## src/hdl/frt_defs.svh

```systemverilog
/*
 * Offsets, field positions, reset values and timing counts of the free-running timer control block.
 * Assumes an 8-bit CPU bus with a 16-bit byte address.
 */
`ifndef FRT_DEFS_SVH
`define FRT_DEFS_SVH

// Register byte addresses
`define FRT_ADDR_COUNTER_HI   16'hFF92
`define FRT_ADDR_COUNTER_LO   16'hFF93
`define FRT_ADDR_COMPARE_HI   16'hFF94
`define FRT_ADDR_COMPARE_LO   16'hFF95
`define FRT_ADDR_CAPCLK_CTRL  16'hFF96
`define FRT_ADDR_CMPOUT_CTRL  16'hFF97
`define FRT_ADDR_CAPTURE_A_HI 16'hFF98
`define FRT_ADDR_CAPTURE_A_LO 16'hFF99
`define FRT_ADDR_CAPTURE_B_HI 16'hFF9A
`define FRT_ADDR_CAPTURE_B_LO 16'hFF9B
`define FRT_ADDR_CAPTURE_C_HI 16'hFF9C
`define FRT_ADDR_CAPTURE_C_LO 16'hFF9D
`define FRT_ADDR_CAPTURE_D_HI 16'hFF9E
`define FRT_ADDR_CAPTURE_D_LO 16'hFF9F

// Reset values
`define FRT_CAPCLK_RESET      8'h00
`define FRT_CMPOUT_RESET      8'hE0
`define FRT_CMPOUT_FIXED_MASK 8'hE0
`define FRT_CMPOUT_RW_MASK    8'h1F
`define FRT_ZERO8             8'h00
`define FRT_ZERO16            16'h0000
`define FRT_ONE16             16'h0001

// Prescaler divide ratios, as tap bit indices of a 5-bit divide-by-32 prescaler counter
`define FRT_DIV2_BIT          0
`define FRT_DIV8_BIT          2
`define FRT_DIV32_BIT         4
`define FRT_PRESCALE_ONE      5'h01

// Capture channel indices
`define FRT_CH_A              0
`define FRT_CH_B              1
`define FRT_CH_C              2
`define FRT_CH_D              3
`define FRT_NUM_CH            4

`endif

```

## src/hdl/frt_pkg.sv

```systemverilog
/*
 * Types of the free-running timer control block.
 * Assumes frt_defs.svh holds the numbers.
 */
package frt_pkg;

    // Counter clock source
    typedef enum logic [1:0] {
        FRT_CLK_DIV2,
        FRT_CLK_DIV8,
        FRT_CLK_DIV32,
        FRT_CLK_EXT
    } frt_clk_sel_t;

    // Capture and clock control register layout
    typedef struct packed {
        logic         edge_sel_a;
        logic         edge_sel_b;
        logic         edge_sel_c;
        logic         edge_sel_d;
        logic         buffer_en_a;
        logic         buffer_en_b;
        frt_clk_sel_t clk_sel;
    } frt_capclk_t;

    // Compare output control register layout
    typedef struct packed {
        logic [2:0] fixed_ones;
        logic       compare_reg_select;
        logic       compare_out_en_a;
        logic       compare_out_en_b;
        logic       compare_level_a;
        logic       compare_level_b;
    } frt_cmpout_t;

    // CPU byte access
    typedef struct packed {
        logic        rd;
        logic        wr;
        logic [15:0] addr;
        logic [7:0]  wdata;
    } frt_cpu_req_t;

    // Edge detector state
    typedef struct packed {
        logic prev;
        logic event_q;
    } frt_edge_state_t;

    // Prescaler state
    typedef struct packed {
        logic [4:0] count;
        logic       src_prev;
        logic       tick;
    } frt_presc_state_t;

    // Main block state
    typedef struct packed {
        frt_capclk_t  capclk;
        frt_cmpout_t  cmpout;
        logic [7:0]   hold_latch;
        logic [7:0]   rdata;
        logic [15:0]  free_counter;
        logic [15:0]  compare_reg_a;
        logic [15:0]  compare_reg_b;
        logic [15:0]  capture_reg_a;
        logic [15:0]  capture_reg_b;
        logic [15:0]  capture_reg_c;
        logic [15:0]  capture_reg_d;
        logic [3:0]   capture_flag;
        logic         compare_pin_a;
        logic         compare_pin_b;
    } frt_state_t;

endpackage

```

## src/hdl/frt_edge_detect.sv

```systemverilog
/*
 * Selected-edge detector for one capture pin.
 * Assumes the pin is synchronous to i_clk.
 */
`timescale 1ns/1ps
module frt_edge_detect (
    // Clock and reset
    input  wire logic i_clk,
    input  wire logic i_arst_n,
    // Pin and edge choice
    input  wire logic i_pin,
    input  wire logic i_rising,
    // Event
    output logic      o_event
);
    frt_pkg::frt_edge_state_t st;
    frt_pkg::frt_edge_state_t next_st;

    // Falling edge when i_rising is 0, rising edge when 1
    always_comb begin
        next_st         = st;
        next_st.prev    = i_pin;
        next_st.event_q = i_rising ? (i_pin & ~st.prev) : (~i_pin & st.prev); // RQ2
    end

    // State register
    always_ff @(posedge i_clk or negedge i_arst_n) begin
        if (!i_arst_n) begin
            st <= '0;
        end else begin
            st <= next_st;
        end
    end

    assign o_event = st.event_q;
endmodule // frt_edge_detect

```

## src/hdl/frt_prescaler.sv

```systemverilog
/*
 * Counter clock source: system clock divided by 2, 8 or 32, or external clock rising edge.
 * Assumes the external clock is synchronous to i_clk.
 */
`timescale 1ns/1ps
`include "frt_defs.svh"
module frt_prescaler (
    // Clock and reset
    input  wire logic                  i_clk,
    input  wire logic                  i_arst_n,
    // Source choice and external clock
    input  wire frt_pkg::frt_clk_sel_t i_clk_sel,
    input  wire logic                  i_ext_clk,
    // Count pulse
    output logic                       o_tick
);
    frt_pkg::frt_presc_state_t st;
    frt_pkg::frt_presc_state_t next_st;
    logic                      src;

    // Pick the source level; the counter counts on its falling edge (internal) or rising edge (external)
    always_comb begin
        case (i_clk_sel)
            frt_pkg::FRT_CLK_DIV2:  src = st.count[`FRT_DIV2_BIT];
            frt_pkg::FRT_CLK_DIV8:  src = st.count[`FRT_DIV8_BIT];
            frt_pkg::FRT_CLK_DIV32: src = st.count[`FRT_DIV32_BIT];
            frt_pkg::FRT_CLK_EXT:   src = ~i_ext_clk;
            default:                src = 1'b0;
        endcase
    end

    // Free-running prefix counter and edge pulse
    always_comb begin
        next_st          = st;
        next_st.count    = st.count + `FRT_PRESCALE_ONE;
        next_st.src_prev = src;
        next_st.tick     = st.src_prev & ~src; // RQ5
    end

    // State register
    always_ff @(posedge i_clk or negedge i_arst_n) begin
        if (!i_arst_n) begin
            st <= '0;
        end else begin
            st <= next_st;
        end
    end

    assign o_tick = st.tick;
endmodule // frt_prescaler

```

## src/hdl/frt_ctrl.sv

```systemverilog
/*
 * Free-running timer control and CPU access: capture/clock control, compare output control,
 * shared byte-holding latch for 16-bit counter, compare and capture registers.
 * Assumes a synchronous 8-bit CPU bus with one-cycle read and write strobes, and synchronous pins.
 */
// How it works
// (RQ1) Capture/clock control resets to zero, fully writable
// (RQ2) Edge select bit picks falling or rising
// (RQ3) Buffer A makes capture C the A buffer
// (RQ4) Buffer B makes capture D the B buffer
// (RQ5) Clock select: /2, /8, /32, external rising
// (RQ6) Compare output control resets to E0
// (RQ7) Its top three bits read one, ignore writes
// (RQ8) Shared compare addresses follow compare_reg_select
// (RQ9) Output enables gate the compare pins
// (RQ10) Compare match drives pin to chosen level
// (RQ11) 16-bit registers reached through byte latch
// (RQ12) Upper write latches; lower write commits all
// (RQ13) Upper read latches lower; lower reads latch
// (RQ14) Compare registers read directly, bypassing latch
// (RQ15) CPU accesses upper byte before lower byte
// (RQ16) Buffered capture shifts old value to buffer
// (RQ17) Buffered C/D edges still set flag
// (RQ18) One latch shared by all registers
`timescale 1ns/1ps
`include "frt_defs.svh"
module frt_ctrl (
    // Clock and reset
    input  wire logic                  i_clk,
    input  wire logic                  i_arst_n,
    input  wire logic                  i_standby,
    // CPU bus
    input  wire frt_pkg::frt_cpu_req_t i_cpu,
    output logic [7:0]                 o_rdata,
    // Capture pins and external clock
    input  wire logic [3:0]            i_capture_pin,
    input  wire logic                  i_ext_clk,
    input  wire logic [3:0]            i_capture_flag_clr,
    // Compare pins
    output logic                       o_compare_pin_a,
    output logic                       o_compare_pin_a_oe,
    output logic                       o_compare_pin_b,
    output logic                       o_compare_pin_b_oe,
    // Status
    output logic [3:0]                 o_capture_flag,
    output logic                       o_compare_match_a,
    output logic                       o_compare_match_b
);
    frt_pkg::frt_state_t st;
    frt_pkg::frt_state_t next_st;
    logic [3:0]          cap_evt;
    logic                tick;
    logic [3:0]          edge_rising;
    logic                match_a;
    logic                match_b;

    assign edge_rising = {st.capclk.edge_sel_d, st.capclk.edge_sel_c,
                          st.capclk.edge_sel_b, st.capclk.edge_sel_a};

    // One selected-edge detector per capture pin
    genvar g;
    generate
        for (g = 0; g < `FRT_NUM_CH; g++) begin : g_edge
            frt_edge_detect u_edge (
                .i_clk    (i_clk),
                .i_arst_n (i_arst_n),
                .i_pin    (i_capture_pin[g]),
                .i_rising (edge_rising[g]),
                .o_event  (cap_evt[g])
            );
        end
    endgenerate

    // Counter clock source
    frt_prescaler u_presc (
        .i_clk     (i_clk),
        .i_arst_n  (i_arst_n),
        .i_clk_sel (st.capclk.clk_sel),
        .i_ext_clk (i_ext_clk),
        .o_tick    (tick)
    );

    // Compare match is taken in the last state before the counter moves on
    assign match_a = tick && (st.free_counter == st.compare_reg_a);
    assign match_b = tick && (st.free_counter == st.compare_reg_b);

    // Next-state logic: CPU access, counting, capture, compare output
    always_comb begin
        logic [15:0] word;
        logic [15:0] rd_word;
        logic        is_hi;
        logic        is_lo;
        logic        hit16;
        logic        direct;
        word    = {st.hold_latch, i_cpu.wdata};
        rd_word = `FRT_ZERO16;
        is_hi   = 1'b0;
        is_lo   = 1'b0;
        hit16   = 1'b1;
        direct  = 1'b0;
        next_st = st;
        next_st.rdata = `FRT_ZERO8;

        // Address decode of the 16-bit registers
        case (i_cpu.addr)
            `FRT_ADDR_COUNTER_HI:   begin rd_word = st.free_counter; is_hi = 1'b1; end
            `FRT_ADDR_COUNTER_LO:   begin rd_word = st.free_counter; is_lo = 1'b1; end
            `FRT_ADDR_COMPARE_HI,
            `FRT_ADDR_COMPARE_LO: begin
                rd_word = st.cmpout.compare_reg_select ? st.compare_reg_b : st.compare_reg_a; // RQ8
                is_hi   = (i_cpu.addr == `FRT_ADDR_COMPARE_HI);
                is_lo   = ~is_hi;
                direct  = 1'b1;
            end
            `FRT_ADDR_CAPTURE_A_HI: begin rd_word = st.capture_reg_a; is_hi = 1'b1; end
            `FRT_ADDR_CAPTURE_A_LO: begin rd_word = st.capture_reg_a; is_lo = 1'b1; end
            `FRT_ADDR_CAPTURE_B_HI: begin rd_word = st.capture_reg_b; is_hi = 1'b1; end
            `FRT_ADDR_CAPTURE_B_LO: begin rd_word = st.capture_reg_b; is_lo = 1'b1; end
            `FRT_ADDR_CAPTURE_C_HI: begin rd_word = st.capture_reg_c; is_hi = 1'b1; end
            `FRT_ADDR_CAPTURE_C_LO: begin rd_word = st.capture_reg_c; is_lo = 1'b1; end
            `FRT_ADDR_CAPTURE_D_HI: begin rd_word = st.capture_reg_d; is_hi = 1'b1; end
            `FRT_ADDR_CAPTURE_D_LO: begin rd_word = st.capture_reg_d; is_lo = 1'b1; end
            default:                hit16 = 1'b0;
        endcase

        // Counter increment; a lower-byte write below takes priority
        if (tick) begin
            next_st.free_counter = st.free_counter + `FRT_ONE16;
        end

        // Captures: buffered channel shifts old value into its buffer first
        if (cap_evt[`FRT_CH_A]) begin
            next_st.capture_reg_a = st.free_counter;
            if (st.capclk.buffer_en_a) begin
                next_st.capture_reg_c = st.capture_reg_a; // RQ16
            end
        end
        if (cap_evt[`FRT_CH_B]) begin
            next_st.capture_reg_b = st.free_counter;
            if (st.capclk.buffer_en_b) begin
                next_st.capture_reg_d = st.capture_reg_b; // RQ16
            end
        end
        if (cap_evt[`FRT_CH_C] && !st.capclk.buffer_en_a) begin
            next_st.capture_reg_c = st.free_counter; // RQ3
        end
        if (cap_evt[`FRT_CH_D] && !st.capclk.buffer_en_b) begin
            next_st.capture_reg_d = st.free_counter; // RQ4
        end

        // Capture flags: a new event wins over a clear in the same cycle
        next_st.capture_flag = (st.capture_flag & ~i_capture_flag_clr) | cap_evt; // RQ17

        // Compare pins take the chosen level on a match
        if (match_a) begin
            next_st.compare_pin_a = st.cmpout.compare_level_a; // RQ10
        end
        if (match_b) begin
            next_st.compare_pin_b = st.cmpout.compare_level_b; // RQ10
        end

        // CPU reads
        if (i_cpu.rd) begin
            if (hit16 && (direct || is_hi)) begin
                next_st.rdata = is_hi ? rd_word[15:8] : rd_word[7:0]; // RQ14
                if (is_hi && !direct) begin
                    next_st.hold_latch = rd_word[7:0]; // RQ13 RQ18
                end
            end else if (hit16 && is_lo) begin
                next_st.rdata = st.hold_latch; // RQ13
            end else if (i_cpu.addr == `FRT_ADDR_CAPCLK_CTRL) begin
                next_st.rdata = st.capclk; // RQ1
            end else if (i_cpu.addr == `FRT_ADDR_CMPOUT_CTRL) begin
                next_st.rdata = st.cmpout | `FRT_CMPOUT_FIXED_MASK; // RQ7
            end
        end

        // CPU writes
        if (i_cpu.wr) begin
            if (hit16 && is_hi) begin
                next_st.hold_latch = i_cpu.wdata; // RQ12 RQ11 RQ18
            end else if (hit16 && is_lo) begin
                case (i_cpu.addr)
                    `FRT_ADDR_COUNTER_LO: next_st.free_counter = word; // RQ12
                    `FRT_ADDR_COMPARE_LO: begin
                        if (st.cmpout.compare_reg_select) begin
                            next_st.compare_reg_b = word; // RQ8
                        end else begin
                            next_st.compare_reg_a = word; // RQ8
                        end
                    end
                    default: ;
                endcase
            end else if (i_cpu.addr == `FRT_ADDR_CAPCLK_CTRL) begin
                next_st.capclk = i_cpu.wdata; // RQ1
            end else if (i_cpu.addr == `FRT_ADDR_CMPOUT_CTRL) begin
                next_st.cmpout = (i_cpu.wdata & `FRT_CMPOUT_RW_MASK) | `FRT_CMPOUT_FIXED_MASK; // RQ7
            end
        end

        // Standby returns both control registers to their reset values
        if (i_standby) begin
            next_st.capclk = `FRT_CAPCLK_RESET; // RQ1
            next_st.cmpout = `FRT_CMPOUT_RESET; // RQ6
        end
    end

    // State register
    always_ff @(posedge i_clk or negedge i_arst_n) begin
        if (!i_arst_n) begin
            st        <= '0;
            st.cmpout <= `FRT_CMPOUT_RESET; // RQ6
        end else begin
            st <= next_st;
        end
    end

    // Outputs
    assign o_rdata            = st.rdata;
    assign o_compare_pin_a    = st.compare_pin_a;
    assign o_compare_pin_b    = st.compare_pin_b;
    assign o_compare_pin_a_oe = st.cmpout.compare_out_en_a; // RQ9
    assign o_compare_pin_b_oe = st.cmpout.compare_out_en_b; // RQ9
    assign o_capture_flag     = st.capture_flag;
    assign o_compare_match_a  = match_a;
    assign o_compare_match_b  = match_b;
endmodule // frt_ctrl

```

## config.mk

```make
export PLATFORM = sky130hd
export DESIGN_NAME = frt_ctrl
export DESIGN_NICKNAME = d
export VERILOG_FILES = /design/src/hdl/frt_pkg.sv /design/src/hdl/frt_edge_detect.sv /design/src/hdl/frt_prescaler.sv /design/src/hdl/frt_ctrl.sv
export VERILOG_INCLUDE_DIRS = /design/src /design/src/hdl
export SDC_FILE = /design/constraint.sdc
export NUM_CORES = 1
export LEC_CHECK = 0
export BUFFER_PORTS_ARGS = -buffer_cell sky130_fd_sc_hd__buf_2
export CORE_MARGIN = 5
export CORE_UTILIZATION = 40
export CTS_CLUSTER_DIAMETER = 50
export DETAILED_ROUTE_END_ITERATION = 12
export SETUP_SLACK_MARGIN = 0.2
export SLEW_MARGIN = 20
export SYNTH_ARGS = -nofsm -noshare
export SYNTH_HDL_FRONTEND = slang
export SYNTH_SLANG_ARGS = --single-unit
export TNS_END_PERCENT = 10
```

## constraint.sdc

```tcl
create_clock -name i_clk -period 2.3 [get_ports i_clk]
set_input_delay 0.23 -clock i_clk [delete_from_list [all_inputs] [get_ports i_clk]]
set_output_delay 0.23 -clock i_clk [all_outputs]
set_load 0.01 [all_outputs]
```

### Yosys cells after proc, flatten, opt, wreduce, memory -nomap -nowiden

Index checks and enable logic that the tools add are counted.

| word-level totals | value |
|---|---|
| register bits | 162 |
| output and inout port bits | 18 |
| logic and storage cells | 160 |
| memory bits (writable) | 0 |
| latch bits | 0 |
| memories kept | 0 |
| input port bits | 38 |
| memory bits (read-only) | 0 |

| operators by class | value |
|---|---|
| $mul | 0 |
| div/mod/pow operators | 0 |
| add/sub/neg operators | 2 |
| equality and inequality tests | 22 |
| shift-type cells | 0 |
| bitwise gates (word level) | 25 |
| magnitude comparators | 0 |
| multiplexer cells | 41 |
| reductions and logical operators | 35 |

Operators with widths:

| cell | number |
|---|---|
| $mux 16 | 15 |
| $eq 16x16->1 const B | 14 |
| $mux 48 | 3 |
| $pmux 16 s6 | 1 |
| $mux 8 | 11 |
| $eq 16x16->1 | 2 |
| $mux 32 | 1 |
| $mux 24 | 1 |
| $add 16x1->16 const B | 1 |
| $reduce_and 5->1 | 3 |
| $reduce_bool 2->1 | 7 |
| $not 1->1 | 13 |
| $reduce_or 12->1 | 1 |
| $reduce_or 2->1 | 6 |
| $reduce_or 5->1 | 2 |
| $and 1x1->1 | 9 |
| $logic_and 1x1->1 | 8 |
| $mux 1 | 6 |
| $ne 2x2->1 const B | 3 |
| $add 5x1->5 const B | 1 |
| $and 4x4->4 | 1 |
| $eq 2x2->1 const B | 2 |
| $not 4->4 | 1 |
| $or 4x4->4 | 1 |
| 8 further kinds | 12 |

### Logic depth before layout (Yosys ltp)

Gate-level depths: netlist of the first run.

| logic depth | value |
|---|---|
| depth after elaboration | 11 |
| mapped depth | 9 |
| depth with buffers taken out | 6 |

### Hierarchy

A second synthesis of the first run with hierarchy kept.

| unflattened totals | value |
|---|---|
| cell total of the unflattened synthesis | 775 |
| area, all modules | 8604.5 µm² |

By module, submodules not included:

| module | seq. area each (µm²) | cells an instance | area each (µm²) | instances |
|---|---|---|---|---|
| frt_ctrl | 3678.5 | 737 | 8050.2 | 1 |
| frt_edge_detect | 50.0 | 5 | 72.6 | 4 |
| frt_prescaler | 175.2 | 18 | 264.0 | 1 |

### Worst setup path after synthesis of the first run

No wires, ideal clock.

| path | value |
|---|---|
| kind | reg-to-reg |
| start | register st[102] (netlist bit) |
| end | register st, in the netlist o_compare_pin_b |
| library setup time | 0.125 ns |
| data required time | 2.175 ns |
| stages on the path, launching flop included | 7 |
| buffers on the path | 1 |
| period minus slack after synthesis | 2.131 ns |
| setup slack | 0.169 ns |
| data arrival time | 2.007 ns |
| cells stage by stage | dfrtp_1 clkbuf_1 xor2_1 nor4_1 nand4_1 nor4_1 mux2_2 |

| between the ends | value |
|---|---|
| cells in the longest elaborated chain, start to end | 2 |

RTL lines:

| item | line | RTL |
|---|---|---|
| from (decl) | frt_ctrl.sv:49 | `frt_pkg::frt_state_t st;` |
| from (signal assigned) | frt_ctrl.sv:214 | `st <= next_st;` |
| $eq 16x16->1 | frt_ctrl.sv:85 | `assign match_b = tick && (st.free_counter == st.compare_reg_b);` |
| $logic_and 1x1->1 | frt_ctrl.sv:85 |  |
| via o_compare_match_b | frt_ctrl.sv:47 | `output logic o_compare_match_b` |

The timed path passes the listed nets, and every way through them passes these cells.
A chain may end at the register's enable or synchronous reset.

### Worst setup path after layout of the first run

| path | value |
|---|---|
| start | register st[84] (netlist bit) |
| end | output o_compare_match_b |

| between the ends | value |
|---|---|
| cells in the longest elaborated chain, start to end | 2 |

RTL lines:

| item | line |
|---|---|
| $eq 16x16->1 | frt_ctrl.sv:85 |
| $logic_and 1x1->1 | frt_ctrl.sv:85 |
| to (decl) | frt_ctrl.sv:47 |

No other way between the ends.

==> results of run 1 <==
## how the worst max path moves through the flow
stage	start	to	slack, ns	cells past startpoint
6_report	st[84]$_DFFE_PN0P_	o_compare_match_b	0.15	5
4_1_cts	st[116]$_DFF_PN0_	o_compare_match_b	0.14	5
2_1_floorplan	st[111]$_DFF_PN0_	o_compare_pin_a$_DFFE_PN0P_	0.18	6
5_1_grt	st[108]$_DFF_PN0_	o_compare_match_a	0.09	6
3_5_place_dp	i_cpu[14]	st[132]$_DFF_PN0_	0.02	6
3_3_place_gp	i_cpu[14]	st[132]$_DFF_PN0_	0.10	6
## tightest hold or removal path: stages
cell	delay (ns)
buf_2	0.09
inv_1	0.04
a21o_1	0.10
## cell usage in the layout, fill, tap and decap left out, types with 4 or more instances in the layout
cell type / count
o21ai_0: 52
nor4_1: 7
nor3_1: 8
a21o_1: 7
inv_1: 12
buf_4: 56
dlygate4sd3_1: 5
buf_12: 5
mux2_2: 71
buf_2: 53
nand2b_1: 8
mux2i_1: 68
xnor2_1: 29
nand3_1: 10
xnor2_2: 5
nand3b_1: 6
a21oi_1: 35
xor2_1: 16
buf_6: 5
nand4_1: 19
a22o_1: 11
nor2b_1: 6
a22oi_1: 5
clkbuf_16: 17
dfrtp_1: 159
and3_1: 4
nor2_1: 44
mux2_4: 10
nand2_1: 66
a211oi_1: 4
## stage by stage
stage | cells | setup slack (ns) | hold WS (ns) | util, % | area [sq um]
floorplan | 805 | 0.1756 | -0.06559 | - | 8636
global placement | 1120 | 0.1031 | 0.1676 | 44.40 | 9392
detailed placement | 1120 | 0.02210 | 0.1690 | 44.40 | 9392
CTS | 1164 | 0.1403 | 0.04171 | 48.16 | 10190
global route | 1164 | 0.09412 | 0.06203 | 48.19 | 10190
finish | 1164 | 0.1459 | 0.06096 | 48.19 | 10190
## Yosys cell counts (4+ instances only)
cell type / instances
a211oi_1: 4
a21o_1: 7
a21oi_1: 36
a22o_1: 11
a22oi_1: 5
and3_1: 4
buf_1: 5
buf_2: 11
buf_4: 12
buf_6: 4
clkbuf_1: 39
dfrtp_1: 162
inv_1: 12
mux2_2: 71
mux2_4: 10
mux2i_1: 68
nand2_1: 66
nand2b_1: 8
nand3_1: 10
nand3b_1: 6
nand4_1: 19
nor2_1: 44
nor2b_1: 7
nor3_1: 9
nor4_1: 10
o21ai_0: 52
xnor2_1: 34
xor2_1: 16
## timing repair
item                                   CTS  global route
resized for setup                       14             1
setup buffers                            7             0
hold buffers                             5             0
endpoints found under the hold margin   40             0
setup endpoints to repair                2             3
pin swaps                               10             1
## logic make-up after synthesis
group / after synthesis / share of synthesized area, %
and+or+nand+nor: 203 / 11.98
muxes: 152 / 19.68
DFF: 162 / 46.98
buffers and inverters: 84 / 4.872
AOI/OAI and AO/OA: 152 / 11.14
xor gates and xnor gates: 50 / 5.075
adders and majority gates: 2 / 0.2899
## power breakdown
part	switching (mW)	internal [mW]	total (mW)	leakage, nW
clock network	1.20	1.80	3.01	0.300
registers	0.0480	2.91	2.96	2.17
logic	0.294	0.182	0.477	2.26
total	1.55	4.90	6.44	4.73
## sequential cells by signal, indices dropped and copies added, names as in the netlist
signal	cells
st	127
o_rdata	8
u_presc.st	6
edge_rising	4
g_edge.u_edge.o_event	4
g_edge.u_edge.st	4
o_capture_flag	4
o_compare_pin_a	1
o_compare_pin_a_oe	1
o_compare_pin_b	1
o_compare_pin_b_oe	1
u_presc.o_tick	1
## metal layers
layer / track usage (%) / wire [um] / share of wire [%]
met5: 0 / 0 / 0
met4: 6.322 / 582 / 2.3
met3: 5.006 / 1452 / 5.8
met2: 32.79 / 11760 / 47
met1: 29.48 / 11270 / 45
## cell type report
type	instances	area [sq um]
clock inverters	11	150.1
multi-input cells	559	4235
flip-flops and latches	162	4058
repair buffers	124	892.1
clock buffers	21	470.5
inverters	12	45.04
well taps	275	344.1
fillers	1939	10960
==> metrics.md, run 1 <==
| Metric | Value |
|---|---|
| Outcome | `complete, no violations` |
| Final Critical Period | `2.154 ns` |
| Cell variety after synth | `67` |
| Synth area leaders | `dfrtp_1, mux2_2, mux2i_1, xnor2_1, o21ai_0` |
| Total global routing overflow | `0` |
| Layout cell share with drive strength beyond 1 | `29.25%` |
| # DRC | `0` |
| Synth top area share | `46.98%` |
| Endpoints failing hold | `0` |
| Worst Path Required | `2.07 ns` |
| Initial antenna violation count | `0` |
| DR vias | `6,546` |
| Actual slew at the worst max-slew pin | `0.8614 ns` |
| Post-synth EDFFs | `0` |
| Mean number of vias per cell | `5.624` |
| R2R depth | `8` |
| Unrepaired setup endpoints after global routing | `true` |
| Synth Warn # | `0` |
| WL final | `25,070 um` |
| Worst r2r src | `st[102]$_DFF_PN0_` |
| CTS buffer count | `17` |
| First-pass detailed-route iteration total | `5` |
| Clock Skew | `0.01278 ns` |
| Tcrit/Tclk final | `93.66%` |
| Die Ht | `156.9 um` |
| PwrDens | `632.1 nW/um^2` |
| Fmax achieved | `0.4642 GHz` |
| Synth-to-Final Area Change | `18.14%` |
| Area of the core | `21,150 sq um` |
| Final HPWL DP | `17,960 um` |
| H-tree Lvls | `4` |
| CP max-delay cell | `dfrtp_1` |
| Routed Antenna Nets | `0` |
| Wire length per cell | `21.54 um` |
| Static Leakage | `4.727 nW` |
| CP Cell Sequence | `xor2_1 > nor4_1 > nand4_1 > nor4_4 > buf_2` |
| Num ports | `56` |
| Initial drt markers | `518` |
| Crit path DAT | `1.92 ns` |
| Largest net degree at the start of global routing | `52` |
| HP Class | `in -> reg` |
| TritonCTS clock tree | `done` |
| Hold depth | `3` |
| CP delay by family, top | `simple AND/OR/NAND/NOR gates` |
| Tot Pwr | `6.444 mW` |
| CP Launch Type | `flop` |
| Total GRT Usage | `21.11%` |
| Largest area contributor in the netlist | `dfrtp_1` |
| Worst Path Max Fanout | `3` |
| Clock tree root driver cell | `clkbuf_16` |
| Port Buffer Count | `55` |
| # Max-Cap Violations | `0` |
| Kind of critical path | `reg -> out` |
| Clock-pin transition on the worst setup and hold timing paths | `0.07 ns` |
| Final setup vio count | `0` |
| Max IR drop VDD | `0.3984 mV` |
| Main synth FF type | `dfrtp_1` |
| Die ar. | `24,610 sq um` |
| Worst skew pair latency | `0.43 ns` |
| Chip Width | `156.9 um` |
| Syn Inst Count | `805` |
| Reg2reg setup slack | `0.28 ns` |
| Starting Density | `40.79%` |
| Syn nets | `845` |
| Clock sink count | `162` |
| Max-slew violations | `0` |
| # rows | `53` |
| Post-synth ARST share | `100.0%` |
| Bufs and invs on worst path | `1` |
| Sequential share of the synthesized area | `46.98%` |
| R2R Path End | `st[117]$_DFF_PN0_` |
| Post-Syn Area per Cell | `10.72 sq um` |
| Post-Syn Area | `8630 sq um` |
| Global-route wire length before repair | `39,190 um` |
| Ant diodes | `0` |
| Post-synthesis register bit count | `162` |
| Longest Clk Path Bufs | `2` |
| Rel. slew slack | `42.26%` |
| Final GP Congestion | `0.9557` |
| Vias in the first global route | `6,546` |
| Hold endpoint | `o_capture_flag[0]$_DFF_PN0_` |
| Max incr delay on CP | `0.41 ns` |
| Critical Path End Type | `output pin` |
| Fin Setup TNS | `0 ns` |
| Layout Nets | `916` |
| HP Start | `i_capture_flag_clr[0]` |
(Power assumes the default switching activity.)
==> run 2: changes to the inputs <==
Settings changed: ABC_AREA set to 1.
==> run 2 against run 1 <==
Against the previous run:
- core utilization is 0.38 points lower
- flip-flop and latch count stayed put
- clock power is 2% lower
- critical path type unchanged
==> metrics.md, run 2 <==
| Metric | Value |
|---|---|
| R2R depth | `12 (was 8)` |
| Worst Path Max Fanout | `7 (was 3)` |
| Chip Width | `158.2 um (was 156.9 um)` |
| Layout Nets | `1,343 (was 916)` |
| Final HPWL DP | `20,680 um (was 17,960 um)` |
| Syn Inst Count | `1,221 (was 805)` |
| Max-slew violations | `0 (unchanged)` |
| Most common cell in the netlist | `nand2_1 (was dfrtp_1)` |
| Ant diodes | `0 (unchanged)` |
| Clock tree root driver cell | `clkbuf_16 (unchanged)` |
| Fin Setup TNS | `0 ns (unchanged)` |
| Rel. slew slack | `54.89% (was 42.26%)` |
| Most frequent cells in the layout | `nand2_1, dfrtp_1, o21ai_0 (was dfrtp_1, mux2_2, mux2i_1)` |
| Post-synth EDFFs | `0 (unchanged)` |
| H-tree Lvls | `4 (unchanged)` |
| Placed instance area | `9445 sq um (was 9392 sq um)` |
| Actual slew at the worst max-slew pin | `0.6760 ns (was 0.8614 ns)` |
| Final setup vio count | `0 (unchanged)` |
| # Max-Cap Violations | `0 (unchanged)` |
| Final GP Congestion | `0.9334 (was 0.9557)` |
| Clock Skew | `0.01049 ns (was 0.01278 ns)` |
| Endpoints failing hold | `0 (unchanged)` |
| Largest area contributor in the netlist | `dfrtp_1 (unchanged)` |
| Clock sink count | `162 (unchanged)` |
| Unrepaired setup endpoints after global routing | `true (unchanged)` |
| Largest net degree at the start of global routing | `62 (was 52)` |
| TritonCTS clock tree | `done (unchanged)` |
| Final instance area | `10,400 sq um (was 10,190 sq um)` |
| Area of the core | `21,760 sq um (was 21,150 sq um)` |
| WL final | `28,310 um (was 25,070 um)` |
| Num ports | `56 (unchanged)` |
| Worst Path Required | `2.07 ns (about the same)` |
| Kind of critical path | `reg -> out (unchanged)` |
| Clock-pin transition on the worst setup and hold timing paths | `0.08 ns (was 0.07 ns)` |
| CTS buffer count | `17 (unchanged)` |
| Max reg flops | `127 (unchanged)` |
| Synth top area share | `46.14% (was 46.98%)` |
| Post-synthesis register bit count | `162 (unchanged)` |
| CP Launch Type | `flop (unchanged)` |
| Fmax achieved | `0.4628 GHz (was 0.4642 GHz)` |
| Routed Antenna Nets | `0 (unchanged)` |
| Total GRT Usage | `23.49% (was 21.11%)` |
| Sequential share of the synthesized area | `46.14% (was 46.98%)` |
| List of most frequent post-synthesis cells | `nand2_1, dfrtp_1, o21ai_0 (was dfrtp_1, mux2_2, mux2i_1)` |
| Post-Syn Area per Cell | `7.196 sq um (was 10.72 sq um)` |
| # rows | `54 (was 53)` |
| Cell variety after synth | `39 (was 67)` |
| Post-Syn Area | `8786 sq um (was 8630 sq um)` |
| Critical Path End Type | `output pin (unchanged)` |
| Starting Density | `40.38% (was 40.79%)` |
| Global-route wire length before repair | `44,660 um (was 39,190 um)` |
| Main synth FF type | `dfrtp_1 (unchanged)` |
| Static Leakage | `5.044 nW (was 4.727 nW)` |
| Syn nets | `1,261 (was 845)` |
| Outcome | `complete, no violations (unchanged)` |
| Synth-to-Final Area Change | `18.38% (was 18.14%)` |
| Final Critical Period | `2.161 ns (was 2.154 ns)` |
| Longest Clk Path Bufs | `2 (unchanged)` |
| Initial drt markers | `884 (was 518)` |
| Top reg by flops | `st (unchanged)` |
| Hold depth | `3 (unchanged)` |
| Max IR drop VDD | `0.4639 mV (was 0.3984 mV)` |
| Post-synth ARST share | `100.0% (unchanged)` |
| Wire length per cell | `17.74 um (was 21.54 um)` |
| Crit path DAT | `1.93 ns (was 1.92 ns)` |
| Total global routing overflow | `0 (unchanged)` |
| HP Class | `in -> reg (unchanged)` |
| DR vias | `8,229 (was 6,546)` |
| Synth Warn # | `0 (unchanged)` |
| Port Buffer Count | `55 (unchanged)` |
| Tcrit/Tclk final | `93.94% (was 93.66%)` |
| PwrDens | `829.3 nW/um^2 (was 632.1 nW/um^2)` |
| Layout cell share with drive strength beyond 1 | `16.26% (was 29.25%)` |
| Mean number of vias per cell | `5.156 (was 5.624)` |
| Synth area leaders | `dfrtp_1, nand2_1, o21ai_0, inv_1, nor2_1 (was dfrtp_1, mux2_2, mux2i_1, xnor2_1, o21ai_0)` |
| Die ar. | `25,030 sq um (was 24,610 sq um)` |
| Die Ht | `158.2 um (was 156.9 um)` |
| Vias in the first global route | `7,833 (was 6,546)` |
| Initial antenna violation count | `0 (unchanged)` |
| First-pass detailed-route iteration total | `5 (unchanged)` |
| # DRC | `0 (unchanged)` |
| Most common cell after layout, fill and taps aside | `nand2_1 (was dfrtp_1)` |
| # fillers | `2,187 (was 1,939)` |
| Worst skew pair latency | `0.45 ns (was 0.43 ns)` |
## run 2: timing repair
| action | 4_1_cts | 5_1_grt |
|---|---|---|
| gates resized for setup | 27 | 16 |
| pin swaps | 6 | 10 |
| gates cloned | 0 | 0 |
| setup buffers | 13 | 6 |
| hold endpoints to repair | 65 | 0 |
| hold buffers | 9 | 0 |
| setup endpoints to repair | 4 | 4 |
## run 2: cell type report
class                           count  area [sq um]  area share (%)
Clock inverter                     15         183.9           1.768
Sequential cell                   162          4063           39.06
Clock buffer                       17         425.4           4.090
Inverter                          131         504.2           4.848
Timing Repair Buffer              124         900.9           8.661
Tap cell                          280         350.3           3.368
Multi-Input combinational cell    867          3974           38.21
## run 2: where the power goes
part	internal, mW	switching, mW	leakage, nW
clock	1.48	1.46	0.297
sequential	3.32	0.400	1.91
combinational	0.797	1.17	2.84
total	5.60	3.03	5.04
## run 2: metrics by stage
step / instances / hold WS (ns) / power, mW / setup slack (ns) / util [%]
after global placement: 1536 / 0.2869 / 5.343 / 0.1595 / 43.42
after CTS: 1590 / 0.03402 / 8.534 / 0.1894 / 47.41
final: 1596 / 0.04777 / 8.626 / 0.1393 / 47.81
after floorplan: 1221 / -0.06559 / 4.610 / 0.6194 / -
after global routing: 1596 / 0.04715 / 9.038 / 0.07925 / 47.81
after detailed placement: 1536 / 0.2779 / 5.378 / 0.1501 / 43.42
## run 2: metal layers
layer  global-route usage [%]  share of wire, %  vias to the layer above
li1                         -                 -                     4035
met1                    34.04                47                     3863
met2                    35.80                45                      281
met3                    3.937               5.8                       50
met4                    7.920               2.6                        0
met5                        0                 0                        -
## run 2: kinds of logic (layout without fill, tap and decap cells)
kind of cell,Yosys count,count (layout),synth area share (%)
simple gates,612,612,28.21
compound gates,233,233,13.94
buf+inv,192,287,9.427
flops,162,162,46.14
xor+xnor,20,20,1.994
fa+ha+maj,2,2,0.2848
## run 2: path summary, 6_finish.rpt
kind | startpoint | to | slack [ns]
worst max-delay path | st[113]$_DFF_PN0_ | o_compare_match_b | 0.14
worst min-delay path | i_cpu[25] | o_rdata[5]$_DFF_PN0_ | 0.05
worst max register to register | st[102]$_DFF_PN0_ | st[114]$_DFF_PN0_ | 0.23
worst min register to register | g_edge[2].u_edge.o_event$_DFF_PN0_ | o_capture_flag[2]$_DFF_PN0_ | 0.47
max in group asynchronous | i_arst_n | st[94]$_DFFE_PN0P_ | 1.24
min in group asynchronous | i_arst_n | o_capture_flag[1]$_DFF_PN0_ | 0.34
## run 2: critical path, cell delays in order (launching register included)
cell and delay (ns):
dfrtp_1 0.49, clkinv_1 0.12, buf_4 0.19, nand2_1 0.07, o211ai_1 0.15, nor2_2 0.18
nand3_2 0.12, inv_1 0.06, buf_2 0.12
